## config.mk

```make
export PLATFORM = sky130hd
export DESIGN_NAME = pzd_status_regs
export DESIGN_NICKNAME = d
export VERILOG_FILES = /design/src/pzd_pkg.sv /design/src/pzd_status_regs.sv
export SDC_FILE = /design/constraint.sdc
export NUM_CORES = 1
export LEC_CHECK = 0
export BUFFER_PORTS_ARGS = -buffer_cell sky130_fd_sc_hd__buf_2
export CAP_MARGIN = 20
export CORE_ASPECT_RATIO = 1.25
export CORE_MARGIN = 1
export CORE_UTILIZATION = 30
export CTS_CLUSTER_SIZE = 12
export DETAILED_ROUTE_END_ITERATION = 12
export PLACE_DENSITY = 0.55
export SETUP_SLACK_MARGIN = 0.15
export SLEW_MARGIN = 15
export SYNTH_ARGS = -nofsm -noshare
export SYNTH_HDL_FRONTEND = slang
export SYNTH_SLANG_ARGS = --single-unit
```

## constraint.sdc

```tcl
create_clock -name core_clk -period 1.6 [get_ports core_clk]
set_input_delay 0 -clock core_clk [delete_from_list [all_inputs] [get_ports core_clk]]
set_output_delay 0 -clock core_clk [all_outputs]
set_load 0.02 [all_outputs]
```

## src/pzd_pkg.sv

```systemverilog
/*
 * constants for the zero-delay control and pll status register slice.
 * assumes the serial control port core presents decoded 10-bit register addresses.
 */
`default_nettype none
package pzd_pkg;
	// ***************
	// address map
	// ***************
	localparam int unsigned ADDR_W            = 10;
	localparam logic [9:0]  ZERO_DELAY_CTRL_A = 10'h01E;
	localparam logic [9:0]  PLL_STATUS_A      = 10'h01F;

	// ***************
	// control fields
	// ***************
	localparam int unsigned ZD_ENABLE_BIT = 1;
	localparam int unsigned ZD_EXT_BIT    = 2;
	localparam int unsigned ZD_FBSEL_LSB  = 3;
	localparam int unsigned ZD_FBSEL_W    = 2;
	localparam logic [7:0]  ZD_CTRL_RESET = 8'h00;
	localparam logic [7:0]  ZD_CTRL_MASK  = 8'h1E;

	// ***************
	// status fields
	// ***************
	localparam int unsigned ST_LOCK_BIT     = 0;
	localparam int unsigned ST_PRI_FREQ_BIT = 1;
	localparam int unsigned ST_SEC_FREQ_BIT = 2;
	localparam int unsigned ST_VCO_FREQ_BIT = 3;
	localparam int unsigned ST_SEC_SEL_BIT  = 4;
	localparam int unsigned ST_HOLDOVER_BIT = 5;
	localparam int unsigned ST_VCO_CAL_BIT  = 6;
	localparam int unsigned ST_W            = 7;
	localparam logic [6:0]  ST_RESET        = 7'h00;
	localparam logic [7:0]  RD_DEFAULT      = 8'h00;
endpackage
`default_nettype wire

```

## src/pzd_status_regs.sv

```systemverilog
/*
 * zero-delay control register and read-only pll status register.
 * the control byte gates zero-delay operation, picks internal or external mode
 * and carries the feedback divider select out to the pll core.
 * the status byte reports calibration, holdover, reference choice, the three
 * frequency-monitor comparisons and digital lock, each captured through three
 * flops before it may be read.
 * assumes a serial control port core issues single-cycle read and write strobes
 * on core_clk, with the address valid in the same cycle.
 * assumes status levels arrive unsynchronised from the pll core and hold for
 * several cycles at a time; a level shorter than two cycles may be missed.
 * assumes the pll core reads the control outputs as plain levels.
 */
`timescale 1ns/1ps
`default_nettype none

module pzd_status_regs (
	// clock and reset
	input  wire logic        core_clk,
	input  wire logic        rst,

	// register access from the serial port core
	input  wire logic [9:0]  regAddr,
	input  wire logic        regWrEn,
	input  wire logic [7:0]  regWrData,
	input  wire logic        regRdEn,
	output var  logic [7:0]  regRdData,
	output var  logic        regRdValid,

	// status levels from the pll core
	input  wire logic        vcoCalDone,
	input  wire logic        holdoverActive,
	input  wire logic        secondaryRefSelected,
	input  wire logic        vcoFreqAboveThresh,
	input  wire logic        secondaryRefAboveThresh,
	input  wire logic        primaryRefAboveThresh,
	input  wire logic        digitalLocked,

	// zero-delay controls to the pll core
	output var  logic        zeroDelayEnable,
	output var  logic        extZeroDelayMode,
	output var  logic [1:0]  zeroDelayFbSel
);

	// ***************
	// state
	// ***************
	typedef struct packed {
		// control byte as stored; unused positions stay zero
		logic [7:0] ctrl;
		// three capture stages for the asynchronous status levels
		logic [6:0] sync1;
		logic [6:0] sync2;
		logic [6:0] sync3;
		// committed status, moves only when stages two and three agree
		logic [6:0] status;
		// read port
		logic [7:0] rdData;
		logic       rdValid;
		// control outputs, registered so every pin leaves a flop
		logic       zdEn;
		logic       zdExt;
		logic [1:0] fbSel;
	} pzd_state_s;

	pzd_state_s state_q;
	pzd_state_s state_d;

	// status levels at their byte positions, before capture
	logic [6:0] rawStatus;

	// ***************
	// decode helpers
	// ***************
	// write and read share one address match so the two decodes cannot drift apart
	function automatic logic hitsCtrl(
		input logic [9:0] addr
	);
		hitsCtrl = (addr == pzd_pkg::ZERO_DELAY_CTRL_A);
	endfunction

	function automatic logic hitsStatus(
		input logic [9:0] addr
	);
		hitsStatus = (addr == pzd_pkg::PLL_STATUS_A);
	endfunction

	// only the defined fields are kept, so a read never shows junk in unused bits
	function automatic logic [7:0] storeCtrl(
		input logic [7:0] data
	);
		storeCtrl = 8'h00;
		storeCtrl[pzd_pkg::ZD_ENABLE_BIT] = data[pzd_pkg::ZD_ENABLE_BIT];
		storeCtrl[pzd_pkg::ZD_EXT_BIT] = data[pzd_pkg::ZD_EXT_BIT];
		storeCtrl[pzd_pkg::ZD_FBSEL_LSB +: pzd_pkg::ZD_FBSEL_W] = data[pzd_pkg::ZD_FBSEL_LSB +: pzd_pkg::ZD_FBSEL_W];
	endfunction

	// a bit still settling between the late stages keeps its committed value
	function automatic logic [6:0] commitStatus(
		input logic [6:0] held,
		input logic [6:0] late,
		input logic [6:0] last
	);
		commitStatus = held;
		for (int i = 0; i < int'(pzd_pkg::ST_W); i++) begin
			if (late[i] == last[i]) begin
				commitStatus[i] = last[i];
			end
		end
	endfunction

	// ***************
	// next state
	// ***************
	always_comb begin
		state_d = state_q;
		state_d.rdValid = 1'b0;
		rawStatus = 7'h00;

		// ***************
		// status capture
		// ***************
		// calibration finished
		rawStatus[pzd_pkg::ST_VCO_CAL_BIT] = vcoCalDone;
		rawStatus[pzd_pkg::ST_HOLDOVER_BIT] = holdoverActive;
		rawStatus[pzd_pkg::ST_SEC_SEL_BIT] = secondaryRefSelected;
		rawStatus[pzd_pkg::ST_VCO_FREQ_BIT] = vcoFreqAboveThresh;
		rawStatus[pzd_pkg::ST_SEC_FREQ_BIT] = secondaryRefAboveThresh;
		rawStatus[pzd_pkg::ST_PRI_FREQ_BIT] = primaryRefAboveThresh;
		rawStatus[pzd_pkg::ST_LOCK_BIT] = digitalLocked;

		// first stage feeds only the second; a lone one-cycle glitch never commits
		state_d.sync1 = rawStatus;
		state_d.sync2 = state_q.sync1;
		state_d.sync3 = state_q.sync2;
		state_d.status = commitStatus(state_q.status, state_q.sync2, state_q.sync3);

		// ***************
		// control write
		// ***************
		// unused bits never stored
		if (regWrEn && hitsCtrl(regAddr)) begin
			state_d.ctrl = storeCtrl(regWrData);
		end

		// ***************
		// control outputs
		// ***************
		// zero delay gate
		state_d.zdEn = state_d.ctrl[pzd_pkg::ZD_ENABLE_BIT];
		// external mode only counts while enabled
		state_d.zdExt = state_d.ctrl[pzd_pkg::ZD_ENABLE_BIT] & state_d.ctrl[pzd_pkg::ZD_EXT_BIT];
		// divider select reaches the pll core unchanged
		state_d.fbSel = state_d.ctrl[pzd_pkg::ZD_FBSEL_LSB +: pzd_pkg::ZD_FBSEL_W];

		// ***************
		// read port
		// ***************
		// reads see the byte before any same-cycle write lands
		if (regRdEn) begin
			state_d.rdValid = 1'b1;
			if (hitsCtrl(regAddr)) begin
				state_d.rdData = state_q.ctrl;
			end else if (hitsStatus(regAddr)) begin
				state_d.rdData = {1'b0, state_q.status};
			end else begin
				// unmapped addresses read zero
				state_d.rdData = pzd_pkg::RD_DEFAULT;
			end
		end
	end

	// ***************
	// registers
	// ***************
	always_ff @(posedge core_clk or posedge rst) begin
		if (rst) begin
			state_q.ctrl    <= pzd_pkg::ZD_CTRL_RESET;
			state_q.sync1   <= pzd_pkg::ST_RESET;
			state_q.sync2   <= pzd_pkg::ST_RESET;
			state_q.sync3   <= pzd_pkg::ST_RESET;
			state_q.status  <= pzd_pkg::ST_RESET;
			state_q.rdData  <= pzd_pkg::RD_DEFAULT;
			state_q.rdValid <= 1'b0;
			// control outputs restart from the control byte's own reset value
			state_q.zdEn    <= pzd_pkg::ZD_CTRL_RESET[pzd_pkg::ZD_ENABLE_BIT];
			state_q.zdExt   <= pzd_pkg::ZD_CTRL_RESET[pzd_pkg::ZD_ENABLE_BIT] & pzd_pkg::ZD_CTRL_RESET[pzd_pkg::ZD_EXT_BIT];
			state_q.fbSel   <= pzd_pkg::ZD_CTRL_RESET[pzd_pkg::ZD_FBSEL_LSB +: pzd_pkg::ZD_FBSEL_W];
		end else begin
			state_q <= state_d;
		end
	end

	// ***************
	// outputs
	// ***************
	// every output is a flop of the state struct
	assign regRdData        = state_q.rdData;
	assign regRdValid       = state_q.rdValid;
	assign zeroDelayEnable  = state_q.zdEn;
	assign extZeroDelayMode = state_q.zdExt;
	assign zeroDelayFbSel   = state_q.fbSel;

endmodule // pzd_status_regs
`default_nettype wire

```

# After elaboration in Yosys (flattened, before gate mapping)
# Index checks and enable logic that the tools add are counted.
# word_totals
output_inout_bits,13
inputBits,29
word_cells,31
ff_bits,44
# classes
n_mux,4
eq_ne,9
n_reduce_logical,1
bitwise_logic,1
# op_table
operator,n
$eq A10 B5 Y1 const B,2
$mux W7,2
$eq A1 B1 Y1,7
$mux W5,1
$and A1 B1 Y1,1
$logic_and A1 B1 Y1,1
$mux W1,1

# Logic depth before layout (Yosys ltp)
# Gate-level depths: netlist of run 1.
# logic_depth
depth_word,4
ltp_mapped,4
depth_no_buf,3

# Least setup slack after synthesis of run 1
# Ideal clock, no wire load.
# synth_path
path_type,input to register
from,in regAddr[9]
to,reg state_q[42] in the netlist's numbering
setup_time_ps,125
path_stages,3
required_time_ps,1475
arrival_ps,1247
setup_slack_ps,228
n_path_buf,0
cell_sequence,or4_4 nor4_4 mux2_2
# synth_rtl
item,line,rtl
start: declaration,pzd_status_regs.sv:23,"input wire logic [9:0] regAddr,"
end signal: assignment,pzd_status_regs.sv:190,state_q <= state_d;
end: declaration,pzd_status_regs.sv:66,pzd_state_s state_q;

# Final worst setup path of run 1
# layout_path
from,in regAddr[9]
to,reg state_q[45] in the netlist's numbering
# layout_via
elab_chain_len,3
# layout_rtl
item,line,rtl
$eq A10 B5 Y1,pzd_status_regs.sv:79,hitsCtrl = (addr == pzd_pkg::ZERO_DELAY_CTRL_A);
$logic_and A1 B1 Y1,pzd_status_regs.sv:142,if (regWrEn && hitsCtrl(regAddr)) begin
$mux W5,pzd_status_regs.sv:142,
# Every way passes these cells.
# A chain may end at the register's enable or synchronous reset.

==> reports/results.tsv, run 1 <==
metric	value	unit
syn nets	122	
Via Count	846	
Num CTS Buffers	5	
clk root buf	clkbuf_8	
P per Cell Area	1000	nW/um^2
internal power	1.46	mW
FP Rows	27	
Antenna Nets Post-Route	0	
Iter 0 DRT Violations	6	
fmax	827	MHz
Sw Share	21.0	%
footprint of the multi-input gates	322	um^2
CP max-delay cell	or4_4	
CP endpoint kind	flop	
Reg power frac	59.7	%
top cell type by total area after synthesis	dfrtp_1	
largest cells by area after synthesis	dfrtp_1, buf_4, maj3_1	
Post-Layout Cell Count	200	
max_cap viols	0	
Fillers	423	
Logic pwr share	6.8	%
clock slew at reported path FFs	0.07	ns
clock share of power	33.5	%
CTS H-tree depth	2	
Clock Latency Late Sink	0.28	ns
Post-Syn Area per Cell	15.5	um^2
die height	79.4	um
Hold Vio Cnt, Final	0	
clock sink count	41	
Post-Route WL	2230	um
All-Layer GR Usage	9.98	%
gp weighted congestion	0.731	
R2R Setup Slk	0.69	ns
LEAKAGE	0.913	nW
final instance area	1850	um^2
setup bufs post-CTS	0	
crit path DAT	1.38	ns
Max stage delay on crit path	0.55	ns
Port Buffers	36	
Final #Nets	170	
Switch Pwr	0.390	mW
ant diodes	0	
Post-Place Cells	178	
Post-synth top cells	dfrtp_1, buf_4, a22o_1, maj3_1, mux2i_1	
setup_tns	0	ns
Overflow after GRT	0	
initial antenna violation count	0	
synth unique cells	17	
DRT Pass-1 Iters	2	
skew final	0.00680	ns
Tmin final	1.21	ns
share of the synthesized area in the top cell type	71.4	%
commonest register cell after synthesis	dfrtp_1	
Initial Util	32.0	%
RR Startpoint	state_q[42]	
number of global-route vias before repair	811	
area grow syn2layout	28.7	%
fraction of registers with async set/reset	100	%
Seq/Total Area, Yosys	71.4	%
Slew Limit Fails	0	
R2R Path End	regRdData[1]	
critical-path cell list	buf_2 > or4_4 > nor4_4 > buf_4 > mux2_2	
WS Path Type	input pin to flop	
Critical Path Sink	state_q[45]	
CTS tree	done	
hold path startpoint	regAddr[5]	
WP data required	1.77	ns
Max clock buf depth	2	
Die X	63.9	um
count of final setup violators	0	
Synthesis Warnings	0	
HP Class	input pin to flop	
DR WL/cell	11.2	um
CP startpoint	regAddr[9]	
first-pass GRT wire length	3700	um
number of enable flip-flop cells after synthesis	0	
full die area	5070	um^2
most frequent cell after synthesis	dfrtp_1	
FF+latch count, synth	41	
Critical Path Source Type	input pin	
post-synth design cell area	1440	um^2
R2R cell count	3	
Core Region	4490	um^2
IO Pins	42	
largest net degree at the start of global routing	42	
outcome	finished clean	
Synth Instances	93	
critical-path maximum fanout	5	
Final period util	75.6	%
Area after DPL	1630	um^2
share of layout cells above drive strength 1	35.2	%
DRC Markers	0	
RSZ-0062 raised after global routing	no	
post-DP HPWL	1580	um
hold_ws	0.177	ns
register area	1030	um^2
Worst VDD drop	0.000673	V
vias per inst	4.23	
==> sequential cells by signal, indices dropped and copies added (netlist names) <==
| signal | cells |
|---|---|
| state_d | 14 |
| state_q | 17 |
| zeroDelayFbSel | 1 |
| regRdData | 7 |
| regRdValid | 1 |
| extZeroDelayMode | 1 |
==> worst max-delay path, delay by kind of cell <==
family / cells / cell delay, ns
buffers and inverters: 2 / 0.29
multiplexers: 1 / 0.33
AND/OR/NAND/NOR: 2 / 0.76
==> layout make-up <==
type	instances	share of cell area, %
Inverter	2	0.406
Sequential cell	41	55.4
Tap cell	58	3.92
Clock buffer	8	4.33
Multi-Input combinational cell	38	17.4
Timing Repair Buffer	53	18.5
==> through the flow <==
step	setup WS (ns)	power [mW]	util [%]
floorplan	0.228	1.18	-
global placement	0.0901	1.22	36.3
detailed placement	0.0763	1.23	36.3
CTS	0.378	1.89	41.2
global route	0.349	1.95	41.2
finish	0.391	1.85	41.2
==> timing repair <==
action	CTS	global route
endpoints found under the hold margin	54	0
setup endpoints to repair	0	0
hold buffers	14	0
gates resized for setup	0	0
==> cells in the final DEF (no fill, tap or decap), types with 2 or more instances in the layout <==
| cell type | netlist | final |
|---|---|---|
| mux2_2 | 4 | 4 |
| clkbuf_8 | 0 | 5 |
| dfrtp_1 | 41 | 41 |
| nor2_1 | 4 | 4 |
| buf_4 | 10 | 3 |
| maj3_1 | 7 | 7 |
| buf_2 | 0 | 36 |
| a22o_1 | 7 | 7 |
| and3_1 | 3 | 3 |
| inv_1 | 2 | 2 |
| clkbuf_1 | 2 | 3 |
| dlygate4sd3_1 | 0 | 14 |
| mux2i_1 | 5 | 5 |
| nand2_1 | 2 | 2 |
==> how the worst min path moves through the flow <==
| stage | slack [ns] | cells after the start | endpoint |
|---|---|---|---|
| floorplan | 0.03 | 0 | regRdValid |
| global placement | 0.11 | 1 | state_d[27] |
| detailed placement | 0.11 | 1 | state_d[32] |
| CTS | 0.17 | 4 | extZeroDelayMode |
| global route | 0.18 | 4 | extZeroDelayMode |
| finish | 0.18 | 4 | extZeroDelayMode |
==> kinds of logic (layout without fill, tap and decap cells) <==
kind of cell	count (synthesis)	in the layout	synth area share, %
AND/OR/NAND/NOR	14	14	6.35
flip-flops	41	41	71.4
other	1	1	0.261
buffers and inverters	14	63	6.27
multiplexers	9	9	6.61
AO/OA/AOI/OAI	7	7	4.26
adder cells (fa/ha/maj)	7	7	4.87
==> power by group through the flow <==
stage	logic (mW)	clock network, mW	registers (mW)
2_1_floorplan	0.0603	0	1.12
3_3_place_gp	0.0996	0	1.12
3_5_place_dp	0.104	0	1.13
4_1_cts	0.130	0.650	1.11
5_1_grt	0.142	0.695	1.11
6_report	0.127	0.620	1.10
==> per-layer routing <==
layer | track usage (%) | part of all wire, % | up-vias
li1 | - | - | 402
met2 | 15.9 | 47 | 31
met1 | 10.9 | 43 | 406
met4 | 6.14 | 2.5 | 0
met3 | 4.29 | 7.1 | 7
met5 | 0 | 0 | -
No activity file was read; power rests on OpenSTA's default activity.
==> run 2, diff against run 1 <==
- ABC_AREA: unset -> 1
- PLACE_DENSITY: 0.55 -> 0.57
- clock period: 1.6 -> 1 ns (I/O delays scaled with it)
==> reports/results.tsv, run 2 <==
metric	value	unit	change
clock sink count	41		unchanged
WP data required	1.00	ns	was 1.77 ns
R2R Setup Slk	0.19	ns	was 0.69 ns
HP Class	input pin to flop		unchanged
Crit. path cell count	1		was 5
R2R cell count	1		was 3
CP max-delay cell	dfrtp_1		was or4_4
Synth Instances	124		was 93
DR WL/cell	9.82	um	was 11.2 um
number of global-route vias before repair	1024		was 811
CTS H-tree depth	2		unchanged
crit path DAT	0.83	ns	was 1.38 ns
Reg power frac	54.7	%	was 59.7%
skew final	0.00395	ns	was 0.00680 ns
RR Startpoint	state_q[19]		was state_q[42]
full die area	5260	um^2	was 5070 um^2
max_cap viols	0		unchanged
most frequent cells in the layout	dfrtp_1, buf_2, nand2_1		was dfrtp_1, buf_2, dlygate4sd3_1
critical-path maximum fanout	3		was 5
setup_tns	0	ns	unchanged
number of enable flip-flop cells after synthesis	0		unchanged
Port Buffers	36		unchanged
CTS tree	done		unchanged
IO Pins	42		unchanged
share of the synthesized area in the top cell type	68.7	%	was 71.4%
Finished Core Util	43.1	%	was 41.2%
Synthesis Warnings	0		unchanged
largest register by flop count	state_q		unchanged
CP top delay family	flip-flops		was simple AND/OR/NAND/NOR gates
clk root buf	clkbuf_8		unchanged
die height	80.9	um	was 79.4 um
Sw Share	20.0	%	was 21.0%
Die X	65.1	um	was 63.9 um
Num CTS Buffers	5		unchanged
Initial Util	31.3	%	was 32.0%
critical-path cell list	buf_2		was buf_2 > or4_4 > nor4_4 > buf_4 > mux2_2
syn nets	153		was 122
fraction of registers with async set/reset	100	%	unchanged
share of layout cells above drive strength 1	40.4	%	was 35.2%
commonest register cell after synthesis	dfrtp_1		unchanged
Max clock buf depth	2		unchanged
synth unique cells	15		was 17
WS Path Type	flop to output port		was input pin to flop
ant diodes	0		unchanged
top cell type by total area after synthesis	dfrtp_1		unchanged
Post-Syn Area per Cell	12.0	um^2	was 15.5 um^2
P per Cell Area	1580	nW/um^2	was 1000 nW/um^2
Logic pwr share	7.5	%	was 6.8%
Switch Pwr	0.649	mW	was 0.390 mW
Critical Path Source Type	flop		was input pin
fmax	1200	MHz	
commonest non-fill, non-tap cell in the layout	dfrtp_1		unchanged
CP startpoint	state_q[42]		was regAddr[9]
area grow syn2layout	37.6	%	was 28.7%
RSZ-0062 raised after global routing	yes		was no
first-pass GRT wire length	4390	um	was 3700 um
clock share of power	37.8	%	was 33.5%
clock slew at reported path FFs	0.07	ns	about the same
LEAKAGE	1.04	nW	was 0.913 nW
Clock Latency Late Sink	0.28	ns	about the same
largest net degree at the start of global routing	42		unchanged
R2R Path End	state_q[19]		was regRdData[1]
Antenna Nets Post-Route	0		unchanged
most frequent cell after synthesis	dfrtp_1		unchanged
Overflow after GRT	0		unchanged
Slew Limit Fails	0		unchanged
Via Count	991		was 846
outcome	finished clean		unchanged
max reg flops	17		unchanged
Worst VDD drop	0.000809	V	was 0.000673 V
vias per inst	4.08		was 4.23
FP Rows	28		was 27
Place WS	0.129	ns	was 0.0763 ns
post-synth design cell area	1490	um^2	was 1440 um^2
final worst slack	0.167	ns	was 0.391 ns
post-DP HPWL	1670	um	was 1580 um
largest cells by area after synthesis	dfrtp_1, nand2_1, buf_4		was dfrtp_1, buf_4, maj3_1
Tmin final	0.833	ns	
FF+latch count, synth	41		unchanged
gp weighted congestion	0.759		was 0.731
WP buf/inv	1		was 2
Post-synth top cells	dfrtp_1, nand2_1, inv_1, nand3_1, buf_4		was dfrtp_1, buf_4, a22o_1, maj3_1, mux2i_1
count of final setup violators	0		unchanged
CP endpoint kind	output port		was flop
Hold Vio Cnt, Final	0		unchanged
Core Region	4760	um^2	was 4490 um^2
total design power	3.24	mW	was 1.85 mW
Critical Path Sink	zeroDelayEnable		was state_q[45]
DRT Pass-1 Iters	3		was 2
DRC Markers	0		unchanged
Final #Nets	212		was 170
Max stage delay on crit path	0.39	ns	was 0.55 ns
Post-Route WL	2390	um	was 2230 um
Seq/Total Area, Yosys	68.7	%	was 71.4%
initial antenna violation count	0		unchanged
All-Layer GR Usage	11.3	%	was 9.98%
internal power	2.59	mW	was 1.46 mW
Iter 0 DRT Violations	12		was 6
Final period util	83.3	%	
run 2: cell families (layout without fill, tap and decap cells):
kind of cell             Yosys count  after routing  synth area share [%]
AND/OR/NAND/NOR                   47             47                  16.1
flip-flops                        41             41                  68.7
buffers and inverters             26             85                  9.56
adder cells (fa/ha/maj)            7              7                  4.69
AO/OA/AOI/OAI                      2              2                 0.671
other                              1              1                 0.251
run 2: layout make-up:
| cell class | instances | area (um^2) |
|---|---|---|
| fillers | 470 | 2710 |
| clock buffers | 5 | 68.8 |
| inverters | 15 | 60.1 |
| flip-flops and latches | 41 | 1030 |
| multi-input cells | 57 | 333 |
| repair buffers | 63 | 455 |
| well taps | 60 | 75.1 |
| clock inverters | 2 | 35.0 |
run 2: worst min-delay path by stage:
stage	startpoint	endpoint	slack [ns]	cells past startpoint
after floorplan	rst	extZeroDelayMode	-0.01	1
after global placement	rst	state_d[30]	0.05	3
after detailed placement	rst	state_d[29]	0.06	3
after CTS	regWrData[2]	state_q[43]	0.04	5
after global routing	regRdEn	regRdData[2]	0.06	3
final	regWrData[2]	state_q[43]	0.05	5
run 2: repair_timing:
| action | in CTS | in global routing |
|---|---|---|
| setup buffers | 6 | 8 |
| setup endpoints to repair | 9 | 14 |
| gates resized for setup | 5 | 13 |
| hold buffers | 11 | 0 |
| pin swaps | 0 | 1 |
| endpoints found under the hold margin | 51 | 0 |
run 2: metal layers:
layer | share of wire, % | global-route usage, %
met5 | 0 | 0
met4 | 2.8 | 5.87
met3 | 4.3 | 4.21
met2 | 50 | 18.9
met1 | 43 | 12.6
run 2: power groups by stage:
stage               sequential, mW  combinational [mW]  clock, mW
finish                        1.77               0.243       1.22
global placement              1.80               0.171          0
floorplan                     1.80              0.0931          0
detailed placement            1.80               0.179          0
global route                  1.78               0.273       1.35
CTS                           1.77               0.236       1.27
run 2: metrics by stage:
step                cell area, um^2  instances  hold slack, ns
floorplan                      1500        124         -0.0148
global placement               1690        211          0.0539
detailed placement             1690        211          0.0619
CTS                            1960        235          0.0414
global route                   2050        243          0.0565
finish                         2050        243          0.0504
==> run 3, diff against run 2 <==
- ABC_AREA: 1 -> 0
- PLACE_DENSITY: 0.57 -> 0.55
- clock period: 1 -> 0.85 ns (I/O delays scaled with it)
==> reports/results.tsv, run 3 (synthesis results as in run 1) <==
metric	value	unit	change
CP endpoint kind	flop		was output port
hold_ws	-0.0291	ns	was 0.0504 ns
DR WL/cell	11.5	um	was 9.82 um
WS Path Type	input pin to flop		was flop to output port
full die area	5070	um^2	was 5260 um^2
max reg flops	17		unchanged
IO Pins	42		unchanged
commonest non-fill, non-tap cell in the layout	dfrtp_1		unchanged
Core Region	4490	um^2	was 4760 um^2
DRC Markers	0		unchanged
CP max-delay cell	or4_4		was dfrtp_1
Hold Vio Cnt, Final	2		was 0
final worst slack	-0.250	ns	was 0.167 ns
clock share of power	33.7	%	was 37.8%
Post-Route WL	2360	um	was 2390 um
Tmin final	1.10	ns	
Sw Share	20.2	%	was 20.0%
Initial Util	32.0	%	was 31.3%
HP Class	input pin to flop		unchanged
max_cap viols	0		unchanged
Max clock buf depth	2		unchanged
footprint of the multi-input gates	357	um^2	was 333 um^2
Switch Pwr	0.720	mW	was 0.649 mW
P per Cell Area	1730	nW/um^2	was 1580 nW/um^2
All-Layer GR Usage	10.2	%	was 11.3%
Die X	63.9	um	was 65.1 um
skew final	0.00569	ns	was 0.00395 ns
clock sink count	41		unchanged
vias per inst	4.23		was 4.08
number of global-route vias before repair	867		was 1,024
Overflow after GRT	0		unchanged
gp weighted congestion	0.678		was 0.759
cts hold-fix bufs	11		unchanged
Post-Layout Cell Count	205		was 243
Num CTS Buffers	5		unchanged
most frequent CP cell	buf_6		
initial antenna violation count	0		unchanged
Fillers	414		was 470
largest net degree at the start of global routing	42		unchanged
clock slew at reported path FFs	0.07	ns	about the same
Worst VDD drop	0.00134	V	was 0.000809 V
Finished Core Util	45.7	%	was 43.1%
CTS H-tree depth	2		unchanged
outcome	finished, violations left		was finished clean
Post-Place Cells	183		was 211
count of final setup violators	15		was 0
ant diodes	0		unchanged
DRT Pass-1 Iters	2		was 3
CP top delay family	simple AND/OR/NAND/NOR gates		was flip-flops
critical-path cell list	buf_6 > or4_4 > nor4_4 > buf_6 > mux2_4		was buf_2
crit path DAT	1.26	ns	was 0.83 ns
Antenna Nets Post-Route	0		unchanged
Max stage delay on crit path	0.54	ns	was 0.39 ns
largest register by flop count	state_q		unchanged
total design power	3.56	mW	was 3.24 mW
RSZ-0062 raised after global routing	yes		unchanged
Logic pwr share	7.8	%	was 7.5%
Critical Path Source Type	input pin		was flop
internal power	2.84	mW	was 2.59 mW
critical-path maximum fanout	5		was 3
area grow syn2layout	42.8	%	was 37.6%
CTS tree	done		unchanged
first-pass GRT wire length	3940	um	was 4390 um
die height	79.4	um	was 80.9 um
Clock Latency Late Sink	0.28	ns	about the same
Iter 0 DRT Violations	23		was 12
Reg power frac	58.5	%	was 54.7%
WP buf/inv	2		was 1
Via Count	868		was 991
Port Buffers	36		unchanged
FP Rows	27		was 28
Final #Nets	176		was 212
most frequent cells in the layout	dfrtp_1, buf_2, buf_6		was dfrtp_1, buf_2, nand2_1
fmax	909	MHz	
Final period util	129	%	
Slew Limit Fails	0		unchanged
failing checks	hold timing, setup timing		
WP data required	1.01	ns	was 1.00 ns
clk root buf	clkbuf_8		unchanged
LEAKAGE	0.987	nW	was 1.04 nW
share of layout cells above drive strength 1	46.9	%	was 40.4%
register area	1030	um^2	unchanged
## run 3: path summary, 6_finish.rpt
check	depth (start not counted)	from	endpoint	slack (ns)
max	5	regAddr[6]	state_q[42]	-0.25
min	2	regWrData[3]	zeroDelayFbSel[0]	-0.03
max reg2reg	2	state_q[45]	state_q[45]	-0.08
min reg2reg	0	state_d[27]	state_d[20]	0.35
max in group asynchronous	4	rst	state_d[25]	0.35
min in group asynchronous	4	rst	state_q[25]	0.32
## run 3: power by group through the flow
stage	clock, mW	combinational [mW]	sequential (mW)
3_5_place_dp	0	0.221	2.12
2_1_floorplan	0	0.122	2.11
6_report	1.20	0.276	2.08
4_1_cts	1.26	0.277	2.08
3_3_place_gp	0	0.216	2.12
5_1_grt	1.33	0.305	2.09
## run 3: worst register-to-register path, cell delays in order (launching register included)
cell	delay, ns
dfrtp_1	0.42
buf_4	0.15
mux2_4	0.26
## run 3: what timing repair did
item / in CTS / in global routing
setup buffers: 3 / 1
endpoints found under the hold margin: 54 / 2
setup endpoints to repair: 31 / 31
gates resized for setup: 35 / 3
pin swaps: 15 / 1
## run 3: per-stage QoR
| step | setup WS, ns | hold slack, ns | setup TNS, ns | area [um^2] |
|---|---|---|---|---|
| floorplan | -0.522 | -0.0148 | -5.07 | 1450 |
| global placement | -0.632 | 0.0576 | -5.16 | 1690 |
| detailed placement | -0.637 | 0.0656 | -5.15 | 1690 |
| CTS | -0.235 | -0.0414 | -2.49 | 2030 |
| global route | -0.279 | -0.0363 | -3.22 | 2050 |
| finish | -0.250 | -0.0291 | -2.83 | 2050 |
## run 3: routing by layer
layer | up-vias | track usage, % | share of wire [%]
met5 | - | 0 | 0
met4 | 0 | 4.09 | 0.72
met3 | 2 | 3.43 | 5.6
met2 | 27 | 17.4 | 52
met1 | 424 | 11.6 | 42
li1 | 415 | - | -
## run 3: layout make-up
class,count,area share (%)
clock buffer,7,4.20
inverter,2,0.548
multi-input combinational,38,17.4
sequential,41,50.0
tap,58,3.53
timing repair buffer,59,24.4
